**src/logic/pmic_pkg.sv**
```systemverilog
// package for the power-state controller: timing, register map, state types
// assumes a single 50 MHz clock and a 31.25 ms internal slow tick
package pmic_pkg;

  // clock and slow tick
  localparam int CLK_HZ = 50_000_000;
  localparam int TICK_US = 31250;
  localparam int TICK_CYC = (CLK_HZ / 1_000_000) * TICK_US;
  localparam int TCNT_W = 21;

  // debounce and hold times in their own units, then in ticks
  localparam int DBNC_SHORT_US = 31250;
  localparam int DBNC_MID_US = 125000;
  localparam int DBNC_LONG_US = 750000;
  localparam int LONG_PRESS_MIN_S = 4;
  localparam int PIN_LONG_S = 4;
  localparam int WAKE_PRESS_MS = 1000;
  localparam int DB_W = 5;
  localparam int CNT_W = 10;
  localparam logic [DB_W-1:0] DBNC_SHORT_T = DB_W'(DBNC_SHORT_US / TICK_US);
  localparam logic [DB_W-1:0] DBNC_MID_T = DB_W'(DBNC_MID_US / TICK_US);
  localparam logic [DB_W-1:0] DBNC_LONG_T = DB_W'(DBNC_LONG_US / TICK_US);
  localparam logic [CNT_W-1:0] LP_UNIT_T = CNT_W'(LONG_PRESS_MIN_S * 1_000_000 / TICK_US);
  localparam logic [CNT_W-1:0] PIN_LONG_T = CNT_W'(PIN_LONG_S * 1_000_000 / TICK_US);
  localparam logic [CNT_W-1:0] WAKE_T = CNT_W'(WAKE_PRESS_MS * 1000 / TICK_US);

  // regulators and sequence slots
  localparam int NREG = 6;
  localparam int SLOT_W = 3;
  localparam logic [SLOT_W-1:0] SLOT_LAST = 3'h7;

  // register port
  localparam int ADDR_W = 4;
  localparam int DATA_W = 16;
  localparam logic [ADDR_W-1:0] CTRL_OFS = 4'h0;
  localparam logic [ADDR_W-1:0] STATUS_OFS = 4'h1;
  localparam int ST_BUSY_BIT = 3;
  localparam int ST_REL_BIT = 4;
  localparam int ST_IRQ_BIT = 5;
  localparam int ST_REG_LSB = 6;

  // pin sync vector positions and idle levels
  localparam int PIN_BTN = 0;
  localparam int PIN_STBY = 1;
  localparam int PIN_PON = 2;
  localparam int PIN_WDG = 3;
  localparam logic [3:0] PIN_IDLE = 4'h9;

  typedef enum logic [2:0] {PS_REGS_OFF, PS_DEEP_OFF, PS_RUN, PS_STANDBY, PS_SLEEP} pstate_t;

  // software control bits, reset to all zero
  typedef struct packed {
    logic [1:0] long_press_time_sel;
    logic [1:0] button_debounce_sel;
    logic button_reset_enable;
    logic power_pin_reset_enable;
    logic power_pin_mode_sel;
    logic standby_polarity_invert;
  } ctl_cfg_t;
  localparam ctl_cfg_t CTL_RST = '0;

  // programmed regulator plan
  typedef struct packed {
    logic [NREG*SLOT_W-1:0] slot;
    logic [NREG-1:0] run_en;
    logic [NREG-1:0] stby_en;
    logic [NREG-1:0] sleep_en;
    logic [NREG-1:0] stby_lowv;
    logic [NREG-1:0] sleep_lowv;
  } reg_cfg_t;

  // supervisor levels
  typedef struct packed {
    logic vsys_ok;
    logic temp_ok;
    logic therm_shdn;
  } sys_stat_t;

  typedef struct packed {
    logic level;
    logic [DB_W-1:0] cnt;
    logic rise;
    logic fall;
  } dbnc_st_t;

  typedef struct packed {
    logic [3:0] s1;
    logic [3:0] s2;
    logic [TCNT_W-1:0] tcnt;
    logic tick;
    pstate_t pstate;
    logic busy;
    logic dir_up;
    logic [SLOT_W-1:0] slot;
    logic [NREG-1:0] tgt_en;
    logic [NREG-1:0] tgt_lowv;
    logic [NREG-1:0] reg_en;
    logic [NREG-1:0] reg_lowv;
    logic rst_rel;
    logic irq;
    logic [CNT_W-1:0] press_cnt;
    logic [CNT_W-1:0] pon_cnt;
    logic pon_prev;
    logic pon_fall_seen;
    ctl_cfg_t ctl;
    logic [DATA_W-1:0] rdata;
  } st_t;

endpackage

```
**src/logic/button_debouncer.sv**
```systemverilog
// tick-based debouncer with separate press and release hold counts
// assumes raw is already synchronised and tick is a one-cycle enable
`timescale 1ns/100ps
module button_debouncer
  import pmic_pkg::*;
(
  input wire logic clk,
  input wire logic rst,
  input wire logic tick,
  input wire logic raw,
  input wire logic [DB_W-1:0] rise_ticks,
  input wire logic [DB_W-1:0] fall_ticks,
  output logic level,
  output logic rise,
  output logic fall
);

  dbnc_st_t s;
  dbnc_st_t n;
  logic [DB_W-1:0] thr;

  // count ticks while the input differs, flip once the hold is met
  always_comb begin
    n = s;
    n.rise = 1'b0;
    n.fall = 1'b0;
    thr = raw ? rise_ticks : fall_ticks;
    if (raw == s.level) begin
      n.cnt = '0;
    end else if (tick) begin
      if (s.cnt + 5'h01 >= thr) begin
        n.level = raw;
        n.cnt = '0;
        n.rise = raw;
        n.fall = ~raw;
      end else begin
        n.cnt = s.cnt + 5'h01;
      end
    end
  end

  always_ff @(posedge clk) begin
    if (rst) begin
      s <= '0;
    end else begin
      s <= n;
    end
  end

  assign level = s.level;
  assign rise = s.rise;
  assign fall = s.fall;

endmodule

```
**src/logic/pmic_power_state_controller.sv**
```systemverilog
// power-state controller: button debounce, power states, regulator sequencing
// assumes pins arrive from outside, regulator plan is strapped, slow tick is derived here
//
// Decided for this implementation: the placing of the registers and the strobed register port.
`timescale 1ns/100ps
module pmic_power_state_controller
  import pmic_pkg::*;
#(
  parameter int TICK_CYCLES = TICK_CYC
) (
  input wire logic CLK,
  input wire logic RST,
  input wire logic POWER_BUTTON_IN,
  input wire logic STANDBY_IN,
  input wire logic POWER_ON_IN,
  input wire logic WATCHDOG_IN,
  input wire sys_stat_t SYS,
  input wire reg_cfg_t REG_CFG,
  input wire logic [ADDR_W-1:0] ADDR,
  input wire logic [DATA_W-1:0] WDATA,
  input wire logic WR,
  input wire logic RD,
  output logic [DATA_W-1:0] RDATA,
  output logic [NREG-1:0] REG_EN,
  output logic [NREG-1:0] REG_LOWV,
  output logic RTC_SUPPLY_EN,
  output logic HOST_RESET_OUT_N,
  output logic HOST_RESET_OE,
  output logic BUTTON_IRQ,
  output pstate_t STATE
);

  if (TICK_CYCLES < 2 || TICK_CYCLES > 2 ** TCNT_W) begin : g_chk
    $error("TICK_CYCLES out of range");
  end

  localparam st_t ST_RST = '{s1: PIN_IDLE, s2: PIN_IDLE, pstate: PS_REGS_OFF, ctl: CTL_RST, default: '0};

  st_t s;
  st_t n;
  logic btn_raw;
  logic pressed;
  logic btn_rise;
  logic [DB_W-1:0] fall_thr;
  logic [CNT_W-1:0] long_thr;
  logic long_hit;
  logic wake_hit;
  logic pon;
  logic pon_fall;
  logic pon_rise;
  logic pon_long;
  logic stby_req;
  logic any_keep;
  logic wdg_low;
  logic turn_on;
  logic turn_off;
  logic sleep_req;
  logic powered;
  logic go;
  pstate_t dst;
  logic [NREG-1:0] slot_hit;
  logic [DATA_W-1:0] status;

  ////////////////////////////////////////////////////////////////////////////
  // slot match per regulator
  for (genvar i = 0; i < NREG; i++) begin : g_slot
    assign slot_hit[i] = REG_CFG.slot[i*SLOT_W +: SLOT_W] == s.slot;
  end

  // press debounce from select, release fixed short
  always_comb begin
    unique case (s.ctl.button_debounce_sel)
      2'b10: fall_thr = DBNC_MID_T;
      2'b11: fall_thr = DBNC_LONG_T;
      default: fall_thr = DBNC_SHORT_T;
    endcase
  end

  assign btn_raw = ~s.s2[PIN_BTN];

  button_debouncer u_dbnc (
    .clk(CLK),
    .rst(RST),
    .tick(s.tick),
    .raw(btn_raw),
    .rise_ticks(fall_thr),
    .fall_ticks(DBNC_SHORT_T),
    .level(pressed),
    .rise(),
    .fall(btn_rise)
  );

  ////////////////////////////////////////////////////////////////////////////
  // event decode
  assign long_thr = LP_UNIT_T * {8'h00, s.ctl.long_press_time_sel} + LP_UNIT_T;
  assign long_hit = pressed & s.tick & (s.press_cnt + 10'h001 == long_thr);
  assign wake_hit = pressed & s.tick & (s.press_cnt + 10'h001 == WAKE_T);
  assign pon = s.s2[PIN_PON];
  assign pon_fall = s.pon_prev & ~pon;
  assign pon_rise = ~s.pon_prev & pon;
  assign pon_long = ~pon & s.tick & (s.pon_cnt + 10'h001 == PIN_LONG_T);
  assign stby_req = s.s2[PIN_STBY] ^ s.ctl.standby_polarity_invert;
  assign any_keep = |REG_CFG.sleep_en;
  assign wdg_low = ~s.s2[PIN_WDG] & s.rst_rel; // masked until reset released
  assign powered = s.pstate inside {PS_RUN, PS_STANDBY, PS_SLEEP};

  // turn-on: level or falling edge, gated by supervisors
  assign turn_on = SYS.vsys_ok & SYS.temp_ok & (s.ctl.power_pin_mode_sel ? pon_fall : pon);

  // turn-off sources
  assign turn_off = SYS.therm_shdn | wdg_low
    | (long_hit & s.ctl.button_reset_enable)
    | (~s.ctl.power_pin_mode_sel & ~pon & ~any_keep)
    | (s.ctl.power_pin_mode_sel & pon_long & s.ctl.power_pin_reset_enable
       & (~any_keep | (s.pstate == PS_SLEEP)));

  // sleep request only if some regulator stays up in sleep
  assign sleep_req = any_keep & (s.ctl.power_pin_mode_sel ? (pon_long & s.ctl.power_pin_reset_enable) : ~pon);

  // status word
  always_comb begin
    status = '0;
    status[2:0] = s.pstate;
    status[ST_BUSY_BIT] = s.busy;
    status[ST_REL_BIT] = s.rst_rel;
    status[ST_IRQ_BIT] = s.irq;
    status[ST_REG_LSB +: NREG] = s.reg_en;
  end

  ////////////////////////////////////////////////////////////////////////////
  // next-state logic
  always_comb begin
    n = s;
    go = 1'b0;
    dst = s.pstate;
    // two-stage pin synchroniser
    n.s1 = {WATCHDOG_IN, POWER_ON_IN, STANDBY_IN, POWER_BUTTON_IN};
    n.s2 = s.s1;
    // slow tick divider
    n.tick = 1'b0;
    if (s.tcnt == TCNT_W'(TICK_CYCLES - 1)) begin
      n.tcnt = '0;
      n.tick = 1'b1;
    end else begin
      n.tcnt = s.tcnt + 21'h000001;
    end
    // hold timers, saturating
    if (!pressed) begin
      n.press_cnt = '0;
    end else if (s.tick && s.press_cnt != '1) begin
      n.press_cnt = s.press_cnt + 10'h001;
    end
    if (pon) begin
      n.pon_cnt = '0;
    end else if (s.tick && s.pon_cnt != '1) begin
      n.pon_cnt = s.pon_cnt + 10'h001;
    end
    n.pon_prev = pon;
    if (s.pstate != PS_SLEEP) begin
      n.pon_fall_seen = 1'b0;
    end else if (pon_fall) begin
      n.pon_fall_seen = 1'b1;
    end
    // state transitions
    if (powered && turn_off) begin
      go = 1'b1;
      dst = PS_REGS_OFF;
    end else if (!s.busy) begin
      unique case (s.pstate)
        PS_REGS_OFF: begin
          if (turn_on) begin
            go = 1'b1;
            dst = PS_RUN;
          end else if (long_hit) begin
            go = 1'b1;
            dst = PS_DEEP_OFF;
          end
        end
        PS_DEEP_OFF: begin
          if (wake_hit) begin
            go = 1'b1;
            dst = PS_REGS_OFF;
          end
        end
        PS_RUN: begin
          if (sleep_req) begin
            go = 1'b1;
            dst = PS_SLEEP;
          end else if (stby_req) begin
            go = 1'b1;
            dst = PS_STANDBY;
          end
        end
        PS_STANDBY: begin
          if (sleep_req) begin
            go = 1'b1;
            dst = PS_SLEEP;
          end else if (!stby_req) begin
            go = 1'b1;
            dst = PS_RUN;
          end
        end
        PS_SLEEP: begin
          if (s.ctl.power_pin_mode_sel ? (s.pon_fall_seen & pon_rise) : pon) begin
            go = 1'b1;
            dst = PS_RUN;
          end
        end
      endcase
    end
    // release host reset only once the run sequence has fully finished
    if (s.pstate == PS_RUN && !s.busy) begin
      n.rst_rel = 1'b1;
    end
    // load a sequence toward the destination
    if (go) begin
      n.pstate = dst;
      n.busy = 1'b1;
      n.dir_up = dst == PS_RUN;
      n.slot = (dst == PS_RUN) ? '0 : SLOT_LAST;
      unique case (dst)
        PS_RUN: begin
          n.tgt_en = REG_CFG.run_en;
          n.tgt_lowv = '0;
        end
        PS_STANDBY: begin
          n.tgt_en = REG_CFG.stby_en;
          n.tgt_lowv = REG_CFG.stby_lowv;
        end
        PS_SLEEP: begin
          n.tgt_en = REG_CFG.sleep_en;
          n.tgt_lowv = REG_CFG.sleep_lowv;
        end
        default: begin
          n.tgt_en = '0;
          n.tgt_lowv = '0;
        end
      endcase
      if (dst == PS_REGS_OFF || dst == PS_DEEP_OFF) begin
        n.rst_rel = 1'b0;
      end
    end else if (s.busy && s.tick) begin
      // walk one slot per tick: up ascending, down descending
      for (int i = 0; i < NREG; i++) begin
        if (slot_hit[i]) begin
          n.reg_en[i] = s.tgt_en[i];
          n.reg_lowv[i] = s.tgt_lowv[i];
        end
      end
      if (s.slot == (s.dir_up ? SLOT_LAST : 3'h0)) begin
        n.busy = 1'b0;
      end else begin
        n.slot = s.dir_up ? s.slot + 3'h1 : s.slot - 3'h1;
      end
    end
    // register writes
    if (WR && ADDR == CTRL_OFS) begin
      n.ctl = ctl_cfg_t'(WDATA[7:0]);
    end
    // interrupt flag: set wins over both clears
    if (btn_rise) begin
      n.irq = 1'b1;
    end else if ((go && dst == PS_REGS_OFF) || (WR && ADDR == STATUS_OFS && WDATA[ST_IRQ_BIT])) begin
      n.irq = 1'b0;
    end
    // read data, present only the cycle after the strobe
    n.rdata = '0;
    if (RD) begin
      if (ADDR == CTRL_OFS) begin
        n.rdata = {8'h00, s.ctl};
      end else if (ADDR == STATUS_OFS) begin
        n.rdata = status;
      end
    end
  end

  always_ff @(posedge CLK) begin
    if (RST) begin
      s <= ST_RST;
    end else begin
      s <= n;
    end
  end

  ////////////////////////////////////////////////////////////////////////////
  // outputs
  assign RDATA = s.rdata;
  assign REG_EN = s.reg_en;
  assign REG_LOWV = s.reg_lowv;
  assign RTC_SUPPLY_EN = 1'b1;
  assign HOST_RESET_OUT_N = 1'b0;
  assign HOST_RESET_OE = ~s.rst_rel;
  assign BUTTON_IRQ = s.irq;
  assign STATE = s.pstate;
endmodule

```
**config.mk**
```make
export PLATFORM = sky130hd
export DESIGN_NAME = pmic_power_state_controller
export DESIGN_NICKNAME = d
export VERILOG_FILES = /design/src/logic/pmic_pkg.sv /design/src/logic/button_debouncer.sv /design/src/logic/pmic_power_state_controller.sv
export SDC_FILE = /design/constraint.sdc
export NUM_CORES = 1
export LEC_CHECK = 0
export BUFFER_PORTS_ARGS = -buffer_cell sky130_fd_sc_hd__buf_2
export CAP_MARGIN = 20
export CORE_ASPECT_RATIO = 0.75
export CORE_MARGIN = 3
export CORE_UTILIZATION = 25
export CTS_CLUSTER_SIZE = 16
export DETAILED_ROUTE_END_ITERATION = 12
export GPL_TIMING_DRIVEN = 0
export HOLD_SLACK_MARGIN = 0.08
export SYNTH_ARGS = -nofsm -noshare
export SYNTH_HDL_FRONTEND = slang
export SYNTH_HIERARCHICAL = 1
export SYNTH_SLANG_ARGS = --single-unit
```
**constraint.sdc**
```tcl
create_clock -name CLK -period 8.9 [get_ports CLK]
set_clock_uncertainty 0.15 [all_clocks]
set_input_delay 1.335 -clock CLK [delete_from_list [all_inputs] [get_ports CLK]]
set_output_delay 1.335 -clock CLK [all_outputs]
set_load 0.01 [all_outputs]
```
# Word-level counts from Yosys, hierarchy flattened
# Index checks and enable logic that the tools add are counted.
[totals] output_inout_bits=35 ff_bits=117
[classes] bitwise=39 n_addsub=7 n_lt_le_gt_ge=1 n_reduce_logical=38 n_eq_ne=27 muxes=46
[ops] op="two-way mux 3 bit" n=16
[ops] op="one-hot mux 12 bit (3 select lines)" n=1
[ops] op="two-way mux 1 bit" n=22
[ops] op="adder 21 x 1 -> 21 bit, second input constant" n=1
[ops] op="equality test 21 bit, second input constant" n=1
[ops] op="equality test 3 bit" n=7
[ops] op="AND reduction 3 bit" n=7
[ops] op="adder 10 x 1 -> 10 bit, second input constant" n=2
[ops] op="inequality test 10 bit, second input constant" n=2
[ops] op="bitwise AND 1 bit" n=19
[ops] op="two-way mux 8 bit" n=2
[ops] op="one-hot mux 3 bit (5 select lines)" n=1
[ops] op="NOT 1 bit" n=14
[ops] op="equality test 3 x 2 -> 1 bit, second input constant" n=4
[ops] op="OR reduction 2 bit" n=6
[ops] op="adder 9 x 8 -> 10 bit, second input constant" n=1
[ops] op="equality test 10 bit" n=1
[ops] op="equality test 10 x 6 -> 1 bit, second input constant" n=1
[ops] op="equality test 10 x 8 -> 1 bit, second input constant" n=1
[ops] op="two-way mux 5 bit" n=2
[ops] op="one-hot mux 5 bit (2 select lines)" n=1
[ops] op="logical AND 1 bit" n=9
[ops] op="OR reduction 4 bit" n=2
[ops] op="equality test 3 x 1 -> 1 bit, second input constant" n=2
[ops] op="22 further kinds" n=33

# Depth between registers and ports, before layout
# Gate-level depths: netlist of the first run.
[depth] ltp_word=15 mapped_depth=12

# Cells and area by module
# Netlist of the first run, hierarchy kept.
[modules_own_cells] module="pmic_power_state_controller" n_inst=1 area_each_um2=5660.4 seq_area_each_um2=2122.0 cells_per_inst=649
[modules_own_cells] module="button_debouncer" n_inst=1 area_each_um2=549.3 seq_area_each_um2=160.2 cells_per_inst=56

# Least setup slack after synthesis of the first run
# OpenSTA, ideal clock, no wires.
[synth_timing] path_type="input-to-reg" from="in REG_CFG[15] (netlist name)" to="reg s[66] (netlist name)" path_buffers=1 arrival_time_ns=3.260 setup_slack_ns=5.357 t_required_ns=8.617 cell_stages=9 cell_sequence="or4_1 nor3_1 nand2_1 a32oi_1 o41ai_2 or2_1 buf_6 mux2i_1 o221ai_1"
[synth_via] elab_chain_cells=9 word_cells_on_any_way=23 classes_between="eq/ne (3); mux (11); bitwise (7); reduce/logical (2)"
[synth_rtl] item="start, declared" line_no="pmic_power_state_controller.sv:18" text="input wire reg_cfg_t REG_CFG,"
[synth_rtl] item="OR reduction 6 bit *" line_no="pmic_power_state_controller.sv:103" text="assign any_keep = |REG_CFG.sleep_en;"
[synth_rtl] item="branches (longest 8 deep; another with one-hot mux 12 bit (3 select lines))"
[synth_rtl] item="end signal, assigned" line_no="pmic_power_state_controller.sv:281" text="s <= n;"
[synth_rtl] item="end, declared" line_no="pmic_power_state_controller.sv:39" text="st_t s;"
# Every way passes the cells marked *.
# A chain may end at the register's enable or synchronous reset.

# Final worst setup path of the first run
[layout_timing] from="in REG_CFG[15] (netlist name)" to="reg s (netlist bit REG_LOWV[0])"
[layout_via] elab_chain_cells=9 word_cells_on_any_way=16 classes_between="mux (5); bitwise (8); reduce/logical (3)"
[layout_rtl] item="OR reduction 6 bit *" line_no="pmic_power_state_controller.sv:103"
[layout_rtl] item="branches (longest 5 deep; another with one-hot mux 1 bit (5 select lines))"
[layout_rtl] item="two-way mux 1 bit *" line_no="pmic_power_state_controller.sv:165" text="if (powered && turn_off) begin"
[layout_rtl] item="NOT 1 bit (no line) *"
[layout_rtl] item="AND reduction 3 bit (no line) *"
# Marks and branches as above.

==> flow_summary.yaml, run 1 <==
min_path:
  min_from: "n[102]"
  min_path_type: "flop to flop"
  hold_depth: 1
grt:
  grt_max_degree: 17
  grt-ovfl-total: 0
  grt_pass1_vias: 4809
  antenna_found_initial: 2
  grtUsageTotal: 0.117
  grt_pass1_wl_mm: 25.4
power:
  power_leakage_uw: 0.00328
  ir_drop_mv: 0.129
  cellPowerDensity_nw_per_um2: 168
worst_setup_path:
  worstSetupEndpointType: "flop"
  worstSetupEndpoint: "REG_LOWV[0]"
  worstReg2RegStart: "s[26]"
  rr_worst_depth: 12
  crit_required_ps: 9020
  arrival_ps: 3880
  cp_max_fo: 10
  worst_setup_path_start_kind: "input pin"
  r2r-end: "s[66]"
  critPathKind: "input pin to flop"
  regToRegSetupSlack_ps: 5190
  startpoint: "REG_CFG[15]"
flow_run:
  drv_cap: 0
placement:
  place_congestion: 0.856
  dp_cells: 1142
  dp_hpwl_mm: 12.2
  place_area_um2: 7130
  io_buffers: 98
  pre_cts_ws_ps: 4740
drt:
  wl_met3_mm: 1.12
  drt-pass1-iter-count: 4
  highest_layer: "met4"
  wl_met2_mm: 6.51
  wl_mm: 16.0
  via_per_inst: 4.42
  antenna_left: 0
  wl_per_cell_um: 13.6
  drc: 0
  wl_met1_mm: 8.22
  vias: 5192
  initialDrtViolationCount: 323
cts:
  cts_tree: "done"
  clk_path_buf_depth: 2
  cts_resized: 0
  clkTransAtPathRegs_ps: 50
  cts_root_buffer: "clkbuf_16"
  post_cts_buffers: 0
  numCtsBuffers: 17
  holdBufCountCts: 0
  clkLatencyLatePin_ps: 410
  cts_sinks: 113
  htree_levels: 4
outcome:
  outcome: "completed"
die:
  die_area_um2: 26700
  rows: 49
  die_h_um: 142
  core-area_um2: 24200
  die_x_um: 188
  start_util: 0.256
  io_pins: 114
timing:
  slew_violations: 0
  fin_crit_sh: 0.423
  setup_ws_ps: 5140
  fmax_ghz: 0.266
  report.final.setup_viol: 0
  relSlewSlack: 0.464
  tightest_slew_ps: 802
  period_minus_slack_ps: 3760
  rsz0062_at_grt: "no"
  tns_ps: 0
  hold_viol: 0
cells_and_area:
  drive_above_1_share: 0.249
  nNetsFinal: 923
  nFillCells: 2546
  area_delta_synth_final_pct: 25.2
  fin_area_um2: 7740
  post_layout_nonfiller_instances: 1174
logic_synthesis:
  syn_area_per_cell_um2: 8.80
  yosysWarnings: 6
  netlist_area_um2: 6180
  syn_inst: 702
worst max-delay path, cell delays in order:
cell and delay, ps:
buf_2 110, or4_1 520, nor3_1 500, nand2_1 140, a22o_2 330, o21a_1 180
buf_2 220, nand4_1 260, mux2i_1 220, nor2_1 60
layout by cell type, fill, tap and decap left out, types with 6 or more instances in the layout:
| cell | n |
|---|---|
| buf_6 | 6 |
| o221ai_1 | 6 |
| xnor2_1 | 28 |
| ha_1 | 13 |
| nand2_1 | 44 |
| clkbuf_16 | 17 |
| buf_4 | 37 |
| nand3_1 | 34 |
| nand4_1 | 21 |
| inv_1 | 18 |
| nor2_1 | 92 |
| and3_1 | 13 |
| nand2b_1 | 6 |
| buf_2 | 102 |
| and2_1 | 6 |
| nor3_1 | 24 |
| nor4_1 | 6 |
| dfxtp_1 | 113 |
| xor2_1 | 40 |
| nor2b_1 | 10 |
| or2_2 | 6 |
| conb_1 | 12 |
| mux2i_1 | 43 |
| clkbuf_1 | 15 |
| a21oi_1 | 18 |
| o21ai_0 | 8 |
| a31oi_1 | 7 |
report_power, final:
part	internal, uW	switching, uW	total (uW)
Sequential	512	4.98	517
Clock	458	237	694
Combinational	38.1	52.6	90.7
Total	1010	294	1300
how the worst min path moves through the flow:
stage / end / slack, ps
6_report: s[102] / 260
3_5_place_dp: s[105] / 240
4_1_cts: s[105] / 260
2_1_floorplan: s[102] / 240
5_1_grt: s[105] / 270
3_3_place_gp: s[102] / 240
state kept, by name, summed over array words and instances, names as in the netlist:
| name | cells |
|---|---|
| s | 73 |
| STATE | 3 |
| u_dbnc/s | 5 |
| n | 5 |
| REG_EN | 6 |
| BUTTON_IRQ | 1 |
| u_dbnc/fall | 1 |
| RDATA | 12 |
| REG_LOWV | 6 |
| u_dbnc/level | 1 |
layer usage:
metal	track usage	vias up
met5	0	-
met4	0.0324	0
met3	0.0300	10
met2	0.164	128
met1	0.176	2382
li1	-	2672
through the flow:
stage	hold WS, ps	util	power [uW]
CTS	261	0.320	1310
global placement	244	0.295	618
floorplan	239	-	583
global route	274	0.320	1340
finish	261	0.320	1300
detailed placement	245	0.295	619
final cells by class:
cell class                 instances  area [um2]  area share
sequential                       113        2260       0.292
multi-input combinational        515        3440       0.445
tap                              331         414      0.0535
antenna                            2        5.00    0.000647
timing repair buffer              99         498      0.0644
buffer                            65         440      0.0569
inverter                          19        71.3     0.00922
clock inverter                    10         134      0.0173
clock buffer                      20         467      0.0603
Power figures use the tool's default switching activity.
==> inputs of run 2 (changes only) <==
- clock period: 8.9 -> 3.08 ns (I/O delays scaled with it)
==> run 2 against run 1 <==
Net effect: sequential cell count unchanged; critical path depth increased by 2; die area did not move; design area up 2.8%; setup slack got worse by 5000 ps; wire length increased by 2.0%; critical endpoint is now s[75]; largest power group unchanged.
==> flow_summary.yaml, run 2 (same netlist as run 1, synthesis figures left out) <==
outcome:
  outcome: "completed"
die:
  start_util: 0.256
  die_area_um2: 26700
  die_x_um: 188
  die_h_um: 142
  io_pins: 114
  core-area_um2: 24200
  rows: 49
timing:
  relSlewSlack: 0.461
  period_minus_slack_ps: 2980
  slew_violations: 0
  tightest_slew_ps: 805
  fmax_ghz: 0.336
  report.final.setup_viol: 0
  whs_ps: 109
  rsz0062_at_grt: "yes"
  fin_crit_sh: 0.966
  hold_viol: 0
  setup_ws_ps: 104
power:
  ir_drop_mv: 0.380
  p_total_uw: 3770
  power_leakage_uw: 0.00334
  cellPowerDensity_nw_per_um2: 474
cells_and_area:
  nNetsFinal: 932
  largest_reg_flops: 73
  largest_register: "s"
  final_common_cell: "dfxtp_1"
  drive_above_1_share: 0.276
  area_delta_synth_final_pct: 28.6
  post_layout_nonfiller_instances: 1183
  layout_common_cells: "dfxtp_1 (108), buf_2 (100), nor2_1 (90), buf_4 (47), nand2_1 (44)"
cts:
  clkLatencyLatePin_ps: 410
  numCtsBuffers: 17
  cts_tree: "done"
  cts_sinks: 113
  clk_path_buf_depth: 2
  clkTransAtPathRegs_ps: 50
  cts_root_buffer: "clkbuf_16"
  htree_levels: 4
worst_setup_path:
  crit_required_ps: 3200
  cp_max_fo: 10
  arrival_ps: 3100
  worstSetupEndpointType: "flop"
  worst_setup_path_start_kind: "flop"
  critPathKind: "flop to flop"
placement:
  dp_cells: 1142
  io_buffers: 98
  dp_hpwl_mm: 12.2
  place_congestion: 0.856
  pre_cts_ws_ps: -506
grt:
  use_met1: 0.177
  antenna_found_initial: 2
  grt_pass1_wl_mm: 25.5
  grt-ovfl-total: 0
  grt.met2_usage: 0.166
  grt_max_degree: 17
  global_route.usage.met3: 0.0293
  grt_pass1_vias: 4844
  grtUsageTotal: 0.118
  busiest_layer: "met1"
drt:
  vias: 5291
  via_per_inst: 4.47
  wl_mm: 16.3
  wl_per_cell_um: 13.7
  drc: 0
  drt-pass1-iter-count: 5
  antenna_left: 0
  initialDrtViolationCount: 274
flow_run:
  drv_cap: 0
min_path:
  min_path_type: "input pin to flop"
run 2: cell types whose count changed in the layout (fill, tap and decap cells not counted), sizes merged:
cell,previous run,this run
clkbuf,37,36
buf,147,157
run 2: final cells by class:
class                           count  area (um2)
Buffer                             64         449
Clock inverter                     10         134
Tap cell                          331         414
Fill cell                        2523       16200
Timing Repair Buffer              109         573
Clock buffer                       20         467
Antenna cell                        2        5.00
Sequential cell                   113        2280
Multi-Input combinational cell    515        3560
Inverter                           19        71.3
run 2: path summary, 6_finish.rpt:
| path | from | endpoint | slack (ps) | depth (start not counted) |
|---|---|---|---|---|
| max | s[36] | s[75] | 100 | 12 |
| min | POWER_BUTTON_IN | n[102] | 110 | 2 |
| max reg2reg | s[36] | s[75] | 100 | 12 |
| min reg2reg | n[105] | s[105] | 260 | 1 |
run 2: worst max-delay path, stage by stage (launching register included):
cell,delay (ps)
dfxtp_4,360
ha_1,220
buf_6,150
xnor2_1,170
o311a_4,230
nand3_4,100
o311a_4,340
a2bb2oi_1,140
a211o_1,300
buf_4,200
and2_1,230
a22oi_1,200
nor2_1,60
run 2: through the flow:
| stage | cell area [um2] | utilization | setup TNS, ps |
|---|---|---|---|
| after global placement | 7120 | 0.295 | -6590 |
| after detailed placement | 7130 | 0.295 | -8160 |
| after floorplan | 6220 | - | 0 |
| after CTS | 7810 | 0.323 | 0 |
| after global routing | 7950 | 0.329 | -217 |
| final | 7950 | 0.329 | 0 |
run 2: metal layers:
| layer | share of wire | vias to the layer above |
|---|---|---|
| met2 | 0.41 | 129 |
| met3 | 0.056 | 16 |
| li1 | - | 2694 |
| met5 | 0 | - |
| met1 | 0.52 | 2452 |
| met4 | 0.012 | 0 |
run 2: what timing repair did:
item	CTS	global route
buffers inserted	3	7
endpoints found under the setup margin	33	26
hold buffers	0	0
resized for setup	17	15
pin swaps	4	8
run 2: report_power, final:
| part | leakage [uW] | internal [uW] | switching, uW | total [uW] |
|---|---|---|---|---|
| logic | 0.00213 | 115 | 157 | 272 |
| clock network | 0.000294 | 1320 | 683 | 2000 |
| registers | 0.000917 | 1480 | 14.4 | 1490 |
==> inputs of run 3 (changes only) <==
- CORE_UTILIZATION: 25 -> 51
- PLACE_DENSITY: unset -> 0.77
==> run 3 against run 2 <==
Net effect: non-clock buffer count is 4 lower; setup slack worse by 33 ps; first-iteration DRC count is 36% higher; clock-buffer cell count is 3 lower; worst hold slack worse by 18 ps; wire length is 3.5% lower; register-to-register slack worse by 30 ps; core utilization is 34 points higher; combinational power hardly changed; global-route usage is 11 points higher; power is 4.6% higher.
==> flow_summary.yaml, run 3 (same netlist as run 1, synthesis figures left out) <==
outcome:
  outcome: "completed"
placement:
  pre_cts_ws_ps: -230
  place_congestion: 0.917
  place_area_um2: 6910
  io_buffers: 98
  dp_hpwl_mm: 11.2
worst_setup_path:
  arrival_ps: 3190
  cp_cell_sequence: "buf_6, nand3_4, nor4_2, nor3_2, nor4_4, buf_4, inv_2, a211o_4, nor4_4, buf_4, nand2_1, a31oi_1"
  critPathKind: "flop to flop"
  worst_setup_path_start_kind: "flop"
  crit_slowest_cell: "nor4_4"
  crit_required_ps: 3270
  cp_max_fo: 10
  slowest_delay_ps: 440
  worstSetupEndpointType: "flop"
cts:
  cts_root_buffer: "clkbuf_16"
  clkLatencyLatePin_ps: 420
  cts_tree: "done"
  clkTransAtPathRegs_ps: 60
  numCtsBuffers: 17
  htree_levels: 4
  cts_sinks: 113
  clk_path_buf_depth: 2
drt:
  drt-pass1-iter-count: 5
  drc: 0
  antenna_left: 0
  highest_layer: "met4"
  wl_met3_mm: 1.24
  wl_met2_mm: 7.30
  wl_met1_mm: 6.89
  initialDrtViolationCount: 373
  vias: 5531
  via_per_inst: 5.48
  wl_mm: 15.7
  wl_per_cell_um: 15.5
cells_and_area:
  largest_reg_flops: 73
  layout_common_cells: "dfxtp_1 (107), buf_2 (101), nor2_1 (90), nand2_1 (44)"
  nNetsFinal: 928
  largest_register: "s"
  insertedDiodeCount: 0
  area_delta_synth_final_pct: 25.8
  final_common_cell: "dfxtp_1"
  nFillCells: 921
  fin_area_um2: 7780
  drive_above_1_share: 0.281
grt:
  grt_max_degree: 17
  grt_pass1_wl_mm: 24.8
  grtUsageTotal: 0.227
  grt_pass1_vias: 5113
  antenna_found_initial: 0
  grt-ovfl-total: 0
min_path:
  min_path_type: "input pin to flop"
die:
  io_pins: 114
  die_h_um: 101
  die_area_um2: 13500
  start_util: 0.528
  die_x_um: 133
  core-area_um2: 11700
  rows: 34
timing:
  slew_violations: 0
  setup_ws_ps: 71.1
  relSlewSlack: 0.427
  fmax_ghz: 0.332
  report.final.setup_viol: 0
  period_minus_slack_ps: 3010
  fin_crit_sh: 0.977
  hold_viol: 0
  tightest_slew_ps: 857
power:
  power_leakage_uw: 0.00332
  p_total_uw: 3940
  ir_drop_mv: 0.350
  cellPowerDensity_nw_per_um2: 507
flow_run:
  drv_cap: 0
==> run 3: stage by stage <==
step | util | TNS (ps) | cells | hold slack, ps
after floorplan | - | 0 | 712 | 239
after global placement | 0.591 | -3530 | 972 | 245
after detailed placement | 0.591 | -4070 | 972 | 246
after CTS | 0.653 | -25.7 | 1005 | 89.0
after global routing | 0.665 | -362 | 1010 | 91.7
final | 0.665 | 0 | 1010 | 91.3
==> run 3: routing by layer <==
layer  vias up  GRT usage
met1      2602      0.300
met2       224      0.371
met3        26     0.0576
li1       2679          -
met5         -          0
met4         0     0.0672
==> run 3: repair_timing <==
| item | CTS | global route |
|---|---|---|
| endpoints found under the setup margin | 28 | 26 |
| pin swaps | 5 | 6 |
| setup buffers | 1 | 4 |
| resized for setup | 14 | 23 |
| hold buffers | 1 | 0 |
| hold endpoints to repair | 1 | 0 |
==> run 3: layout make-up <==
class,instances,area [um2],area share
inverters,19,71.3,0.00917
well taps,162,203,0.0261
flip-flops and latches,113,2280,0.293
clock buffers,17,425,0.0547
multi-input cells,515,3580,0.460
repair buffers,105,543,0.0698
plain buffers,64,445,0.0573
clock inverters,15,231,0.0298
==> run 3: worst max-delay path, delay by kind of cell, from the launching register on <==
kind | cells | cell delay, ps
and+or+nand+nor | 6 | 1390
buffers and inverters | 4 | 560
AOI/OAI and AO/OA | 2 | 510
DFF | 1 | 330
==> run 3: final timing paths <==
kind,slack [ps],cells past startpoint,endpoint,start
setup / recovery,70,12,s[64],s[38]
hold / removal,90,2,n[105],WATCHDOG_IN
setup reg to reg,70,12,s[64],s[38]
hold reg to reg,260,1,s[105],n[105]
==> run 3: power by group <==
part	total [uW]	switching, uW	internal [uW]
Clock	2180	734	1440
Combinational	274	157	117
Sequential	1490	15.7	1480
